File: src/verilog/pgs_pkg.sv
/*
 pgs_pkg: constants, state type and helper functions for the parameter group selector.
 assumes: at most eight groups; group index 0 stands for group one (highest priority).
*/
package pgs_pkg;

	localparam int PGS_GROUPS = 8;
	localparam int PGS_IW = 3;
	localparam int PGS_PW = 4;

	// parameter code: 0 is none, 1..8 name a group, 9..15 are ignored
	localparam logic [3:0] PGS_PARAM_NONE = 4'h0;
	localparam logic [3:0] PGS_PARAM_MAX = 4'h8;

	localparam logic [2:0] PGS_RST_GROUP = 3'h0;
	localparam logic [7:0] PGS_RST_ONEHOT = 8'h01;
	localparam logic [2:0] PGS_RST_USED = 3'h0;

	// event codes, also the bit order of the flag vector
	localparam logic [1:0] PGS_EV_NOT_CONFIG = 2'h0;
	localparam logic [1:0] PGS_EV_LOWER_PRIO = 2'h1;
	localparam logic [1:0] PGS_EV_FORCE_FAIL = 2'h2;
	localparam logic [1:0] PGS_EV_OVERRIDE = 2'h3;

	typedef enum logic [1:0] {
		PGS_ST_IDLE = 2'b00,
		PGS_ST_AUTO = 2'b01,
		PGS_ST_FORCE = 2'b11
	} pgs_state_e;

	function automatic logic [2:0] pgs_first_set(input logic [7:0] v);
		pgs_first_set = 3'h0;
		for (int i = 7; i >= 0; i--) begin
			if (v[i]) begin
				pgs_first_set = 3'(i);
			end
		end
	endfunction

	function automatic logic [7:0] pgs_onehot(input logic [2:0] idx);
		pgs_onehot = 8'h01 << idx;
	endfunction

	// used setting n enables groups one to n+1
	function automatic logic [7:0] pgs_used_mask(input logic [2:0] n);
		pgs_used_mask = 8'((16'h0002 << n) - 16'h0001);
	endfunction

	// all groups of lower priority than idx
	function automatic logic [7:0] pgs_below_mask(input logic [2:0] idx);
		pgs_below_mask = 8'(16'h00ff << ({1'b0, idx} + 4'h1));
	endfunction

	function automatic logic pgs_param_valid(input logic [3:0] p);
		pgs_param_valid = (p != PGS_PARAM_NONE) && (p <= PGS_PARAM_MAX);
	endfunction

endpackage

File: src/verilog/pgs_selector.sv
/*
 pgs_selector: priority selector of the active parameter group, with
 override mode, remote and local change requests and failure events.
 assumes: all inputs but rst_b synchronous to clk; the consumer of active_group reloads
 its parameter set when told by load_defaults.
*/
// Behaviour
// up to eight groups; exactly one group active at any time.
// after reset group one is active; selector idles while only group one used.
// with two or more groups used, requests decide the active group.
// override enable set: automatic requests ignored, operator choice applies.
// each request input works as a pulse or as a static level.
// group one highest priority, group eight lowest; highest simultaneous request wins.
// two static levels at once: the higher-priority group becomes active.
// a pulse-selected group stays active until another group is requested.
// forced change only to an enabled group and with override enable set.
// on override release, present static levels take control at once.
// active group readable as one of eight values, group one by default.
// override parameter: none or group one to eight, acts as pulse request.
// after override release without requests the last group stays active.
// override enable defaults off, must be set for remote or local change.
// used-groups setting enables groups; newly enabled groups load defaults.
// remote change: none or group; refused under higher-priority static request.
// a static request blocks every lower-priority pulse request and remote change.
// time-stamped on/off events for not-configured and lower-priority failures.
// pulse is the rising edge on clk; active group updates within one cycle.
`timescale 1ns/1ps
module pgs_selector
	import pgs_pkg::*;
#(
	parameter int TS_W = 32
) (
	input wire logic clk,
	input wire logic rst_b,
	input wire logic [7:0] group_req,
	input wire logic [2:0] used_groups,
	input wire logic override_enable,
	input wire logic [3:0] override_param,
	input wire logic [3:0] local_param,
	input wire logic [3:0] remote_param,
	output logic [2:0] active_group,
	output logic [7:0] active_onehot,
	output logic [1:0] selector_mode,
	output logic [7:0] load_defaults,
	output logic fail_not_config,
	output logic fail_lower_prio,
	output logic fail_force,
	output logic ev_valid,
	output logic [1:0] ev_code,
	output logic ev_on,
	output logic [TS_W-1:0] ev_time
);

	logic rst_meta_q;
	logic rst_sync_q;
	logic rst_sync_b;

	always_ff @(posedge clk or negedge rst_b) begin
		if (!rst_b) begin
			rst_meta_q <= 1'b0;
			rst_sync_q <= 1'b0;
		end else begin
			rst_meta_q <= 1'b1;
			rst_sync_q <= rst_meta_q;
		end
	end
	assign rst_sync_b = rst_sync_q;

	logic [7:0] rise;
	logic [7:0] held;

	pgs_req_edge #(
		.N(PGS_GROUPS)
	) u_req_edge (
		.clk(clk),
		.rst_sync_b(rst_sync_b),
		.level(group_req),
		.rise(rise),
		.held(held)
	);

	pgs_state_e st_q, st_d;
	logic [2:0] act_q, act_d;
	logic [7:0] act_oh_q, act_oh_d;
	logic [7:0] en_prev_q, en_prev_d;
	logic [7:0] load_q, load_d;
	logic [3:0] ovp_prev_q, ovp_prev_d;
	logic [3:0] loc_prev_q, loc_prev_d;
	logic [3:0] rem_prev_q, rem_prev_d;
	logic ovr_prev_q, ovr_prev_d;
	logic [3:0] flag_q, flag_d;
	logic [3:0] rep_q, rep_d;
	logic ev_valid_q, ev_valid_d;
	logic [1:0] ev_code_q, ev_code_d;
	logic ev_on_q, ev_on_d;
	logic [TS_W-1:0] ev_time_q, ev_time_d;
	logic [TS_W-1:0] ts_q, ts_d;

	// request decode
	logic [7:0] en;
	logic top_v;
	logic [2:0] top;
	logic [7:0] block;
	logic [7:0] cand;
	logic win_v;
	logic [2:0] win;
	logic p_new, l_new, r_new;
	logic f_req, f_remote, f_ok;
	logic [3:0] f_tgt;
	logic [2:0] f_idx;
	logic r_blocked;

	always_comb begin
		en = pgs_used_mask(used_groups);
		top_v = |(held & en);
		top = pgs_first_set(held & en);
		block = top_v ? pgs_below_mask(top) : 8'h00;
		cand = (rise & en & ~block) | (top_v ? pgs_onehot(top) : 8'h00);
		win_v = |cand;
		win = pgs_first_set(cand);
		// a fresh override enable also replays a standing forced group
		p_new = pgs_param_valid(override_param) &&
			((override_param != ovp_prev_q) || (override_enable && !ovr_prev_q));
		l_new = pgs_param_valid(local_param) && (local_param != loc_prev_q);
		r_new = pgs_param_valid(remote_param) && (remote_param != rem_prev_q);
		f_req = p_new || l_new || r_new;
		f_remote = !p_new && !l_new && r_new;
		f_tgt = p_new ? override_param : (l_new ? local_param : remote_param);
		f_idx = 3'(f_tgt - 4'h1);
		r_blocked = f_remote && top_v && (top < f_idx);
		f_ok = f_req && override_enable && en[f_idx] && !r_blocked;
	end

	// mode and active group
	always_comb begin
		logic [3:0] set_fl;
		logic [3:0] clr_fl;
		set_fl = 4'h0;
		clr_fl = 4'h0;
		act_d = act_q;
		if (used_groups == PGS_RST_USED) begin
			st_d = PGS_ST_IDLE;
		end else if (override_enable) begin
			st_d = PGS_ST_FORCE;
		end else begin
			st_d = PGS_ST_AUTO;
		end
		case (st_d)
			PGS_ST_IDLE: begin
				act_d = PGS_RST_GROUP;
			end
			PGS_ST_AUTO: begin
				// static levels re-enter here the cycle the override drops
				if (win_v) begin
					act_d = win;
					clr_fl[1:0] = 2'b11;
				end else if (!en[act_q]) begin
					act_d = PGS_RST_GROUP;
				end
				if (|(rise & ~en)) begin
					set_fl[PGS_EV_NOT_CONFIG] = 1'b1;
				end
				if (|(rise & en & ~(win_v ? pgs_onehot(win) : 8'h00))) begin
					set_fl[PGS_EV_LOWER_PRIO] = 1'b1;
				end
				if (f_req) begin
					set_fl[PGS_EV_FORCE_FAIL] = 1'b1;
				end
			end
			PGS_ST_FORCE: begin
				// group_req pulses are not looked at here; held levels only refuse remote changes
				clr_fl[PGS_EV_FORCE_FAIL] = 1'b1;
				if (f_ok) begin
					act_d = f_idx;
					clr_fl[1:0] = 2'b11;
				end else if (!en[act_q]) begin
					act_d = PGS_RST_GROUP;
				end
				if (f_req && !en[f_idx]) begin
					set_fl[PGS_EV_NOT_CONFIG] = 1'b1;
				end
				if (r_blocked) begin
					set_fl[PGS_EV_LOWER_PRIO] = 1'b1;
				end
			end
			default: begin
				act_d = PGS_RST_GROUP;
			end
		endcase
		act_oh_d = pgs_onehot(act_d);
		// set wins over clear so no failure is lost
		flag_d = (flag_q & ~clr_fl) | set_fl;
		flag_d[PGS_EV_OVERRIDE] = override_enable;
		en_prev_d = en;
		load_d = en & ~en_prev_q;
		ovp_prev_d = override_param;
		loc_prev_d = local_param;
		rem_prev_d = remote_param;
		ovr_prev_d = override_enable;
	end

	// event reporter: one change per cycle, the rest wait their turn
	always_comb begin
		logic [3:0] diff;
		logic [2:0] pick;
		diff = flag_q ^ rep_q;
		pick = pgs_first_set({4'h0, diff});
		ts_d = ts_q + 1'b1;
		rep_d = rep_q;
		ev_valid_d = 1'b0;
		ev_code_d = ev_code_q;
		ev_on_d = ev_on_q;
		ev_time_d = ev_time_q;
		if (|diff) begin
			ev_valid_d = 1'b1;
			ev_code_d = pick[1:0];
			ev_on_d = flag_q[pick[1:0]];
			ev_time_d = ts_q;
			rep_d = rep_q ^ 4'(pgs_onehot(pick));
		end
	end

	always_ff @(posedge clk or negedge rst_sync_b) begin
		if (!rst_sync_b) begin
			st_q <= PGS_ST_IDLE;
			act_q <= PGS_RST_GROUP;
			act_oh_q <= PGS_RST_ONEHOT;
			en_prev_q <= PGS_RST_ONEHOT;
			load_q <= 8'h00;
			ovp_prev_q <= PGS_PARAM_NONE;
			loc_prev_q <= PGS_PARAM_NONE;
			rem_prev_q <= PGS_PARAM_NONE;
			ovr_prev_q <= 1'b0;
			flag_q <= 4'h0;
			rep_q <= 4'h0;
			ev_valid_q <= 1'b0;
			ev_code_q <= 2'h0;
			ev_on_q <= 1'b0;
			ev_time_q <= '0;
			ts_q <= '0;
		end else begin
			st_q <= st_d;
			act_q <= act_d;
			act_oh_q <= act_oh_d;
			en_prev_q <= en_prev_d;
			load_q <= load_d;
			ovp_prev_q <= ovp_prev_d;
			loc_prev_q <= loc_prev_d;
			rem_prev_q <= rem_prev_d;
			ovr_prev_q <= ovr_prev_d;
			flag_q <= flag_d;
			rep_q <= rep_d;
			ev_valid_q <= ev_valid_d;
			ev_code_q <= ev_code_d;
			ev_on_q <= ev_on_d;
			ev_time_q <= ev_time_d;
			ts_q <= ts_d;
		end
	end

	assign active_group = act_q;
	assign active_onehot = act_oh_q;
	assign selector_mode = st_q;
	assign load_defaults = load_q;
	assign fail_not_config = flag_q[PGS_EV_NOT_CONFIG];
	assign fail_lower_prio = flag_q[PGS_EV_LOWER_PRIO];
	assign fail_force = flag_q[PGS_EV_FORCE_FAIL];
	assign ev_valid = ev_valid_q;
	assign ev_code = ev_code_q;
	assign ev_on = ev_on_q;
	assign ev_time = ev_time_q;
endmodule // pgs_selector

File: src/verilog/pgs_req_edge.sv
/*
 pgs_req_edge: splits request levels into a first-cycle rise and a held level.
 assumes: levels synchronous to clk; reset already synchronised by the caller.
*/
`timescale 1ns/1ps
module pgs_req_edge
	import pgs_pkg::*;
#(
	parameter int N = PGS_GROUPS
) (
	input wire logic clk,
	input wire logic rst_sync_b,
	input wire logic [N-1:0] level,
	output logic [N-1:0] rise,
	output logic [N-1:0] held
);

	logic [N-1:0] prev_q;
	logic [N-1:0] prev_d;

	always_comb begin
		prev_d = level;
	end

	always_ff @(posedge clk or negedge rst_sync_b) begin
		if (!rst_sync_b) begin
			prev_q <= '0;
		end else begin
			prev_q <= prev_d;
		end
	end

	// a level seen for a second cycle counts as static
	assign rise = level & ~prev_q;
	assign held = level & prev_q;

endmodule // pgs_req_edge

File: config.mk
export PLATFORM = sky130hd
export DESIGN_NAME = pgs_selector
export DESIGN_NICKNAME = d
export VERILOG_FILES = /design/src/verilog/pgs_pkg.sv /design/src/verilog/pgs_selector.sv /design/src/verilog/pgs_req_edge.sv
export SDC_FILE = /design/constraint.sdc
export NUM_CORES = 1
export LEC_CHECK = 0
export ABC_AREA = 1
export BUFFER_PORTS_ARGS = -buffer_cell sky130_fd_sc_hd__buf_2
export CELL_PAD_IN_SITES_DETAIL_PLACEMENT = 1
export CELL_PAD_IN_SITES_GLOBAL_PLACEMENT = 2
export CORE_UTILIZATION = 38
export CTS_CLUSTER_SIZE = 16
export DETAILED_ROUTE_END_ITERATION = 10
export PLACE_DENSITY_LB_ADDON = 0.15
export REMOVE_ABC_BUFFERS = 1
export SLEW_MARGIN = 25
export SYNTH_ARGS = -nofsm -noshare
export SYNTH_HDL_FRONTEND = slang
export SYNTH_SLANG_ARGS = --single-unit
File: constraint.sdc
create_clock -name clk -period 7.6 [get_ports clk]
set_input_delay 0.38 -clock clk [delete_from_list [all_inputs] [get_ports clk]]
set_output_delay 0.38 -clock clk [all_outputs]
set_load 0.05 [all_outputs]
After elaboration in Yosys (flattened, before gate mapping)
Index checks and enable logic that the tools add are counted.
{"block": "totals", "register_bits": 128, "inputBits": 26, "output_inout_bits": 60}
{"block": "op_classes", "n_addsub": 4, "magnitude_cmp": 7, "eq_ne": 5, "shifts": 6, "muxes": 49, "n_bitwise": 19, "reduce_logical": 32}
{"operator": "$mux 3", "count": 22}
{"operator": "$and 8x8->8", "count": 8}
{"operator": "$not 8->8", "count": 5}
{"operator": "$add 32x1->32 const B", "count": 1}
{"operator": "$reduce_or 8->1", "count": 4}
{"operator": "$mux 8", "count": 3}
{"operator": "$shl 1x3->8 const A", "count": 3}
{"operator": "$logic_and 1x1->1", "count": 15}
{"operator": "$mux 2", "count": 7}
{"operator": "$le 4x4->1 const B", "count": 3}
{"operator": "$ne 4x4->1", "count": 3}
{"operator": "$reduce_bool 4->1", "count": 3}
{"operator": "$mux 1", "count": 11}
{"operator": "$lt 3x4->1 const B", "count": 2}
{"operator": "$or 8x8->8", "count": 1}
{"operator": "$pmux 2 s2", "count": 2}
{"operator": "$shl 2x3->8 const A", "count": 1}
{"operator": "$shl 8x4->8 const A", "count": 1}
{"operator": "$sub 8x1->8 const B", "count": 1}
{"operator": "$xor 4x4->4", "count": 2}
{"operator": "$bmux 1 s3", "count": 2}
{"operator": "$pmux 3 s2", "count": 1}
{"operator": "$logic_not 1->1", "count": 5}
{"operator": "$add 3x1->4 const B", "count": 1}
{"operator": "other kinds (13)", "count": 15}

Depth between registers and ports, before layout
{"block": "depth", "ltp_word": 33, "mapped_depth": 34, "mapped_depth_nobuf": 34}

Cells and area by module
A second synthesis with hierarchy kept.
{"block": "hier_totals", "hier_cells": 686, "area_unflattened_um2": 6154.7}
{"mod": "pgs_selector", "n_inst": 1, "cells_each": 646, "area_each_um2": 5814.3, "seq_area_each_um2": 2904.0}
{"mod": "pgs_req_edge", "n_inst": 1, "cells_each": 40, "area_each_um2": 340.3, "seq_area_each_um2": 200.2}

Worst setup path before layout
Ideal clock, no wire load.
{"block": "synth_path", "path_type": "input port to flip-flop", "from": "input port used_groups[2]", "to": "register act_oh_q[6] (netlist: active_onehot[6])", "setup_time_ns": 0.129, "arrival_time_ns": 3.417, "setup_slack_ns": 4.054, "path_stages": 31, "path_cell_list": "buf_4 -> nor2_4 -> inv_1 -> ha_1 -> nand2_1 -> o21ai_1 -> nand4_1 -> nand2_1 -> nand2_1 -> nand2_1 -> nand2_1 -> nand2_1 -> nand2_1 -> inv_1 -> ha_1 -> ha_1 -> or2_2 -> nand3_1 -> nand2_1 -> nand2_1 -> nor2_2 -> nand2_1 -> inv_1 -> nand3_1 -> nand2_1 -> o21ai_1 -> nand2_1 -> nand2_2 -> inv_1 -> nand2_1 -> nor2_1"}
{"element": "start, declared", "line": "pgs_selector.sv:36", "source": "input wire logic [2:0] used_groups,"}
{"element": "$shl 2x3->8 (*)", "line": "pgs_pkg.sv:46", "source": "pgs_used_mask = 8'((16'h0002 << n) - 16'h0001);"}
{"element": "$sub 8x1->8 (*)", "line": "pgs_pkg.sv:46"}
{"element": "via en[1]", "line": "pgs_selector.sv:100", "source": "logic [7:0] en;"}
{"element": "$and 8x8->8", "line": "pgs_selector.sv:115, pgs_selector.sv:116"}
{"element": "$mux 3 (2 in a row)", "line": "pgs_pkg.sv:34", "source": "if (v[i]) begin"}
{"element": "$add 3x1->4", "line": "pgs_pkg.sv:51", "source": "pgs_below_mask = 8'(16'h00ff << ({1'b0, idx} + 4'h1));"}
{"element": "$shl 8x4->8", "line": "pgs_pkg.sv:51"}
{"element": "$mux 8", "line": "pgs_selector.sv:117", "source": "block = top_v ? pgs_below_mask(top) : 8'h00;"}
{"element": "$not 8->8", "line": "pgs_selector.sv:118", "source": "cand = (rise & en & ~block) | (top_v ? pgs_onehot(top) : 8'h00);"}
{"element": "$and 8x8->8", "line": "pgs_selector.sv:118"}
{"element": "$or 8x8->8", "line": "pgs_selector.sv:118"}
{"element": "$mux 3 (8 in a row)", "line": "pgs_pkg.sv:34"}
{"element": "$mux 3", "line": "pgs_selector.sv:154", "source": "if (win_v) begin"}
{"element": "$pmux 3 s2 (*)", "line": "pgs_selector.sv:148", "source": "case (st_d)"}
{"element": "via act_d[0]", "line": "pgs_selector.sv:83", "source": "logic [2:0] act_q, act_d;"}
{"element": "$shl 1x3->8 (*)", "line": "pgs_pkg.sv:41", "source": "pgs_onehot = 8'h01 << idx;"}
{"element": "via act_oh_d[6]", "line": "pgs_selector.sv:84", "source": "logic [7:0] act_oh_q, act_oh_d;"}
{"element": "end signal, assigned", "line": "pgs_selector.sv:244", "source": "act_oh_q <= act_oh_d;"}
{"element": "end, declared", "line": "pgs_selector.sv:84"}
Mark *: on every way through the listed nets, which the timed path passes. The rest lies on a longest branch. The select of a mux whose other input is x is not followed.
A chain may end at the register's enable or synchronous reset.

Final worst setup path
{"block": "layout_path", "from": "input port used_groups[1]", "to": "register act_oh_q[4] (netlist: active_onehot[4])"}
Same word-level chain as after synthesis.

==> flow_summary.toml <==
[sta]
finalSetupViolCount = 0
max_slew_margin_pct = 48.57
period_needed_ps = 3940
finalHoldViolations = 0
finalSetupTns_ps = 0
fmax_ghz = 0.2538
slew_violations = 0
tightest_slew_ps = 770.6
grt_setup_unrepaired = "false"
skew_ps = 10.33
finalCritPeriodShare_pct = 51.85

[grt]
grt_overflow = 0
grt_pass1_wl_mm = 24.90
antenna_found_initial = 0
grt_max_degree = 76
track_usage_pct = 19.89
grt_pass1_vias = 4947

[setup_path]
cp_max_fo = 7
worstPathArrival_ps = 4230
end_kind = "register"
slowest_delay_ps = 320
timing.rr.end = "active_onehot[0]$_DFF_PN1_"
cp-start-kind = "input port"
crit_top_cell = "nand2_1"
rrSetupSlack_ps = 4170
reg2reg_depth = 17
slowest_stage = "ha_1"
crit_type = "in2reg"
cp_top_family = "simple AND/OR/NAND/NOR gates"
reg2reg_from = "ovp_prev_q[0]$_DFF_PN0_"
cp.required_ps = 7890
path_buf_inv = 6

[clock_network]
cts-root-buf = "clkbuf_16"
h-tree-depth = 4
cts_buffers = 17
hold_buffers = 1
cts_resized = 0
tritoncts = "done"
cts_sinks = 124
clockBufferDepth = 2
clk_latency_ps = 420
cts_setup_buffers = 0
path_clk_slew_ps = 60

[finish]
antenna_cells = 0
multi_input_area_sq_um = 2502
layout.nets = 800
drive_above_1_share_pct = 21.68
area_delta_synth_final_pct = 21.46
post-route-util_pct = 47.62
layoutNonFillerInstCount = 986
seqCellArea_sq_um = 3108
fillCellCount = 1807

[placement]
hpwl_mm = 10.98
globalplace.congestion = 0.8627
placed_cells = 953
port_buffers = 84

[synthesis]
yosysTopAreaCellShare_pct = 51.45
yosys.area_share.simple_pct = 24.66
ys_types = 48
synth-xor-area-share_pct = 7.593
ys_warn_count = 0
ys_top_cells_by_area = "dfrtp_1 (51%), nand2_1 (11%), inv_1 (5.1%), xor2_1 (4.4%), xnor2_1 (2.9%)"
ys_ff_latch = 124
async_reset_ff_share_pct = 100.0
synth_area_sq_um = 5982
muxShareOfSynthArea_pct = 0
synth_top_area_cell = "dfrtp_1"
seq_area_frac_synth_pct = 51.89
postSynthCellCount = 667
synth_fa_ha_area_share_pct = 2.510
synth_top_family_by_area = "simple AND/OR/NAND/NOR gates"
synth_compound_area_share_pct = 6.819
synth_area_per_cell_sq_um = 8.968
ys.flop_type = "dfrtp_1"
synth_edf_count = 0

[power_and_ir_drop]
p_leak_uw = 0.003879
internal-power_uw = 1399
p_sw_uw = 744.5
seqPwrFrac_pct = 35.7
ir_drop_v = 0.0001548
switching_share_pct = 34.73
power_density_nw_per_um2 = 295.1
p_comb_share_pct = 25.6
clkPwrFrac_pct = 38.7

[run]
maxCapViolCount = 0

[min_path]
holdCritPathClass = "in2reg"
min_delay_worst_endpoint = "u_req_edge.prev_q[7]$_DFF_PN0_"
worstHoldStart = "group_req[7]"
hold_depth = 1

[route]
drcViolationCount = 0
drt_iter0_markers = 197
via_per_inst = 4.729
vias = 4663
dr.pass1.iters = 4
antenna_left = 0
routed_wl_mm = 14.70
wire_per_inst_microns = 14.91

[floorplanning]
die_w_microns = 127.5
die_area_sq_um = 16250
row_count = 45
die_h_microns = 127.5
initial_core_util_pct = 39.20
core_sq_um = 15260
ios = 86

[status]
status = "completed"
sequential cells by signal, indices dropped and copies added (netlist names):
name               flops
ev_code                2
flag_q                 4
ev_valid               1
ts_q                  32
active_group           3
rst_meta_q             1
selector_mode          1
rst_sync_b             1
ev_on                  1
en_prev_q              7
u_req_edge.prev_q      8
ovp_prev_q             4
rem_prev_q             4
load_defaults          7
loc_prev_q             4
ev_time               32
rep_q                  4
active_onehot          8
final cells by class:
| class | instances | area share, % |
|---|---|---|
| sequential | 124 | 42.78 |
| multi-input combinational | 444 | 34.44 |
| clock buffer | 21 | 6.475 |
| timing repair buffer | 87 | 6.182 |
| inverter | 88 | 4.546 |
| tap | 211 | 3.634 |
| clock inverter | 11 | 1.946 |
kinds of logic (layout without fill, tap and decap cells):
kind of cell    Yosys count  after routing
compound gates           61             61
xor+xnor                 51             51
fa+ha+maj                12             12
buf+inv                  99            207
flops                   124            124
other cells               2              2
simple gates            318            318
metal layers:
layer  track usage, %  vias up  part of all wire, %  wire length [microns]
li1                 -     2303                    -                      -
met1            24.82     2273                   45                   6611
met2            34.01       67                   51                   7483
met3            4.188       20                  2.6                    382
met4            7.143        0                  1.5                    227
met5                0        -                    0                      0
worst max path at each step:
stage,start,to,slack (ps),cells after the start
5_1_grt,used_groups[1],flag_q[1]$_DFF_PN0_,3270,32
3_5_place_dp,used_groups[1],active_onehot[4]$_DFF_PN0_,3210,33
6_report,used_groups[1],active_onehot[4]$_DFF_PN0_,3660,33
2_1_floorplan,rst_sync_b$_DFF_PN0_,active_group[0]$_DFF_PN0_,3890,0
4_1_cts,used_groups[1],active_onehot[4]$_DFF_PN0_,3670,33
3_3_place_gp,used_groups[1],active_onehot[6]$_DFF_PN0_,3450,33
cells in the mapped netlist (all sizes together), types with 2 or more instances:
cell type  number
dfrtp         123
nor3           14
o221ai          2
nand2         192
nand4          15
nand3          37
o211ai          6
clkbuf          8
o41ai           2
buf             3
xnor2          20
a21oi           9
ha             12
xor2           31
conb            2
a31oi           2
nor2           56
o21ai          31
inv            88
power by group through the flow:
stage | registers [uW] | logic (uW) | clock network (uW)
4_1_cts | 767 | 557 | 853
3_5_place_dp | 778 | 554 | 0
5_1_grt | 774 | 605 | 882
2_1_floorplan | 914 | 253 | 0
3_3_place_gp | 776 | 540 | 0
6_report | 765 | 548 | 830
cells in the final DEF (no fill, tap or decap), drive strengths merged, types with 9 or more instances in the layout:
cell type / synthesis / final
buf: 3 / 86
clkbuf: 8 / 21
nor3: 14 / 14
nand4: 15 / 15
dfrtp: 123 / 123
nand3: 37 / 37
ha: 12 / 12
xor2: 31 / 31
inv: 88 / 88
o21ai: 31 / 31
a21oi: 9 / 9
nor2: 56 / 56
nand2: 192 / 192
xnor2: 20 / 20
metrics by stage:
step           instance area [sq um]  setup slack [ps]  power (uW)  hold WS [ps]
6_report                        7266              3660        2144         93.76
5_1_grt                         7266              3271        2261         75.03
4_1_cts                         7262              3668        2176         71.22
3_5_place_dp                    6640              3209        1331         168.3
3_3_place_gp                    6640              3445        1316         165.2
2_1_floorplan                   5929              3891        1167         84.41
(Power assumes the default switching activity.)
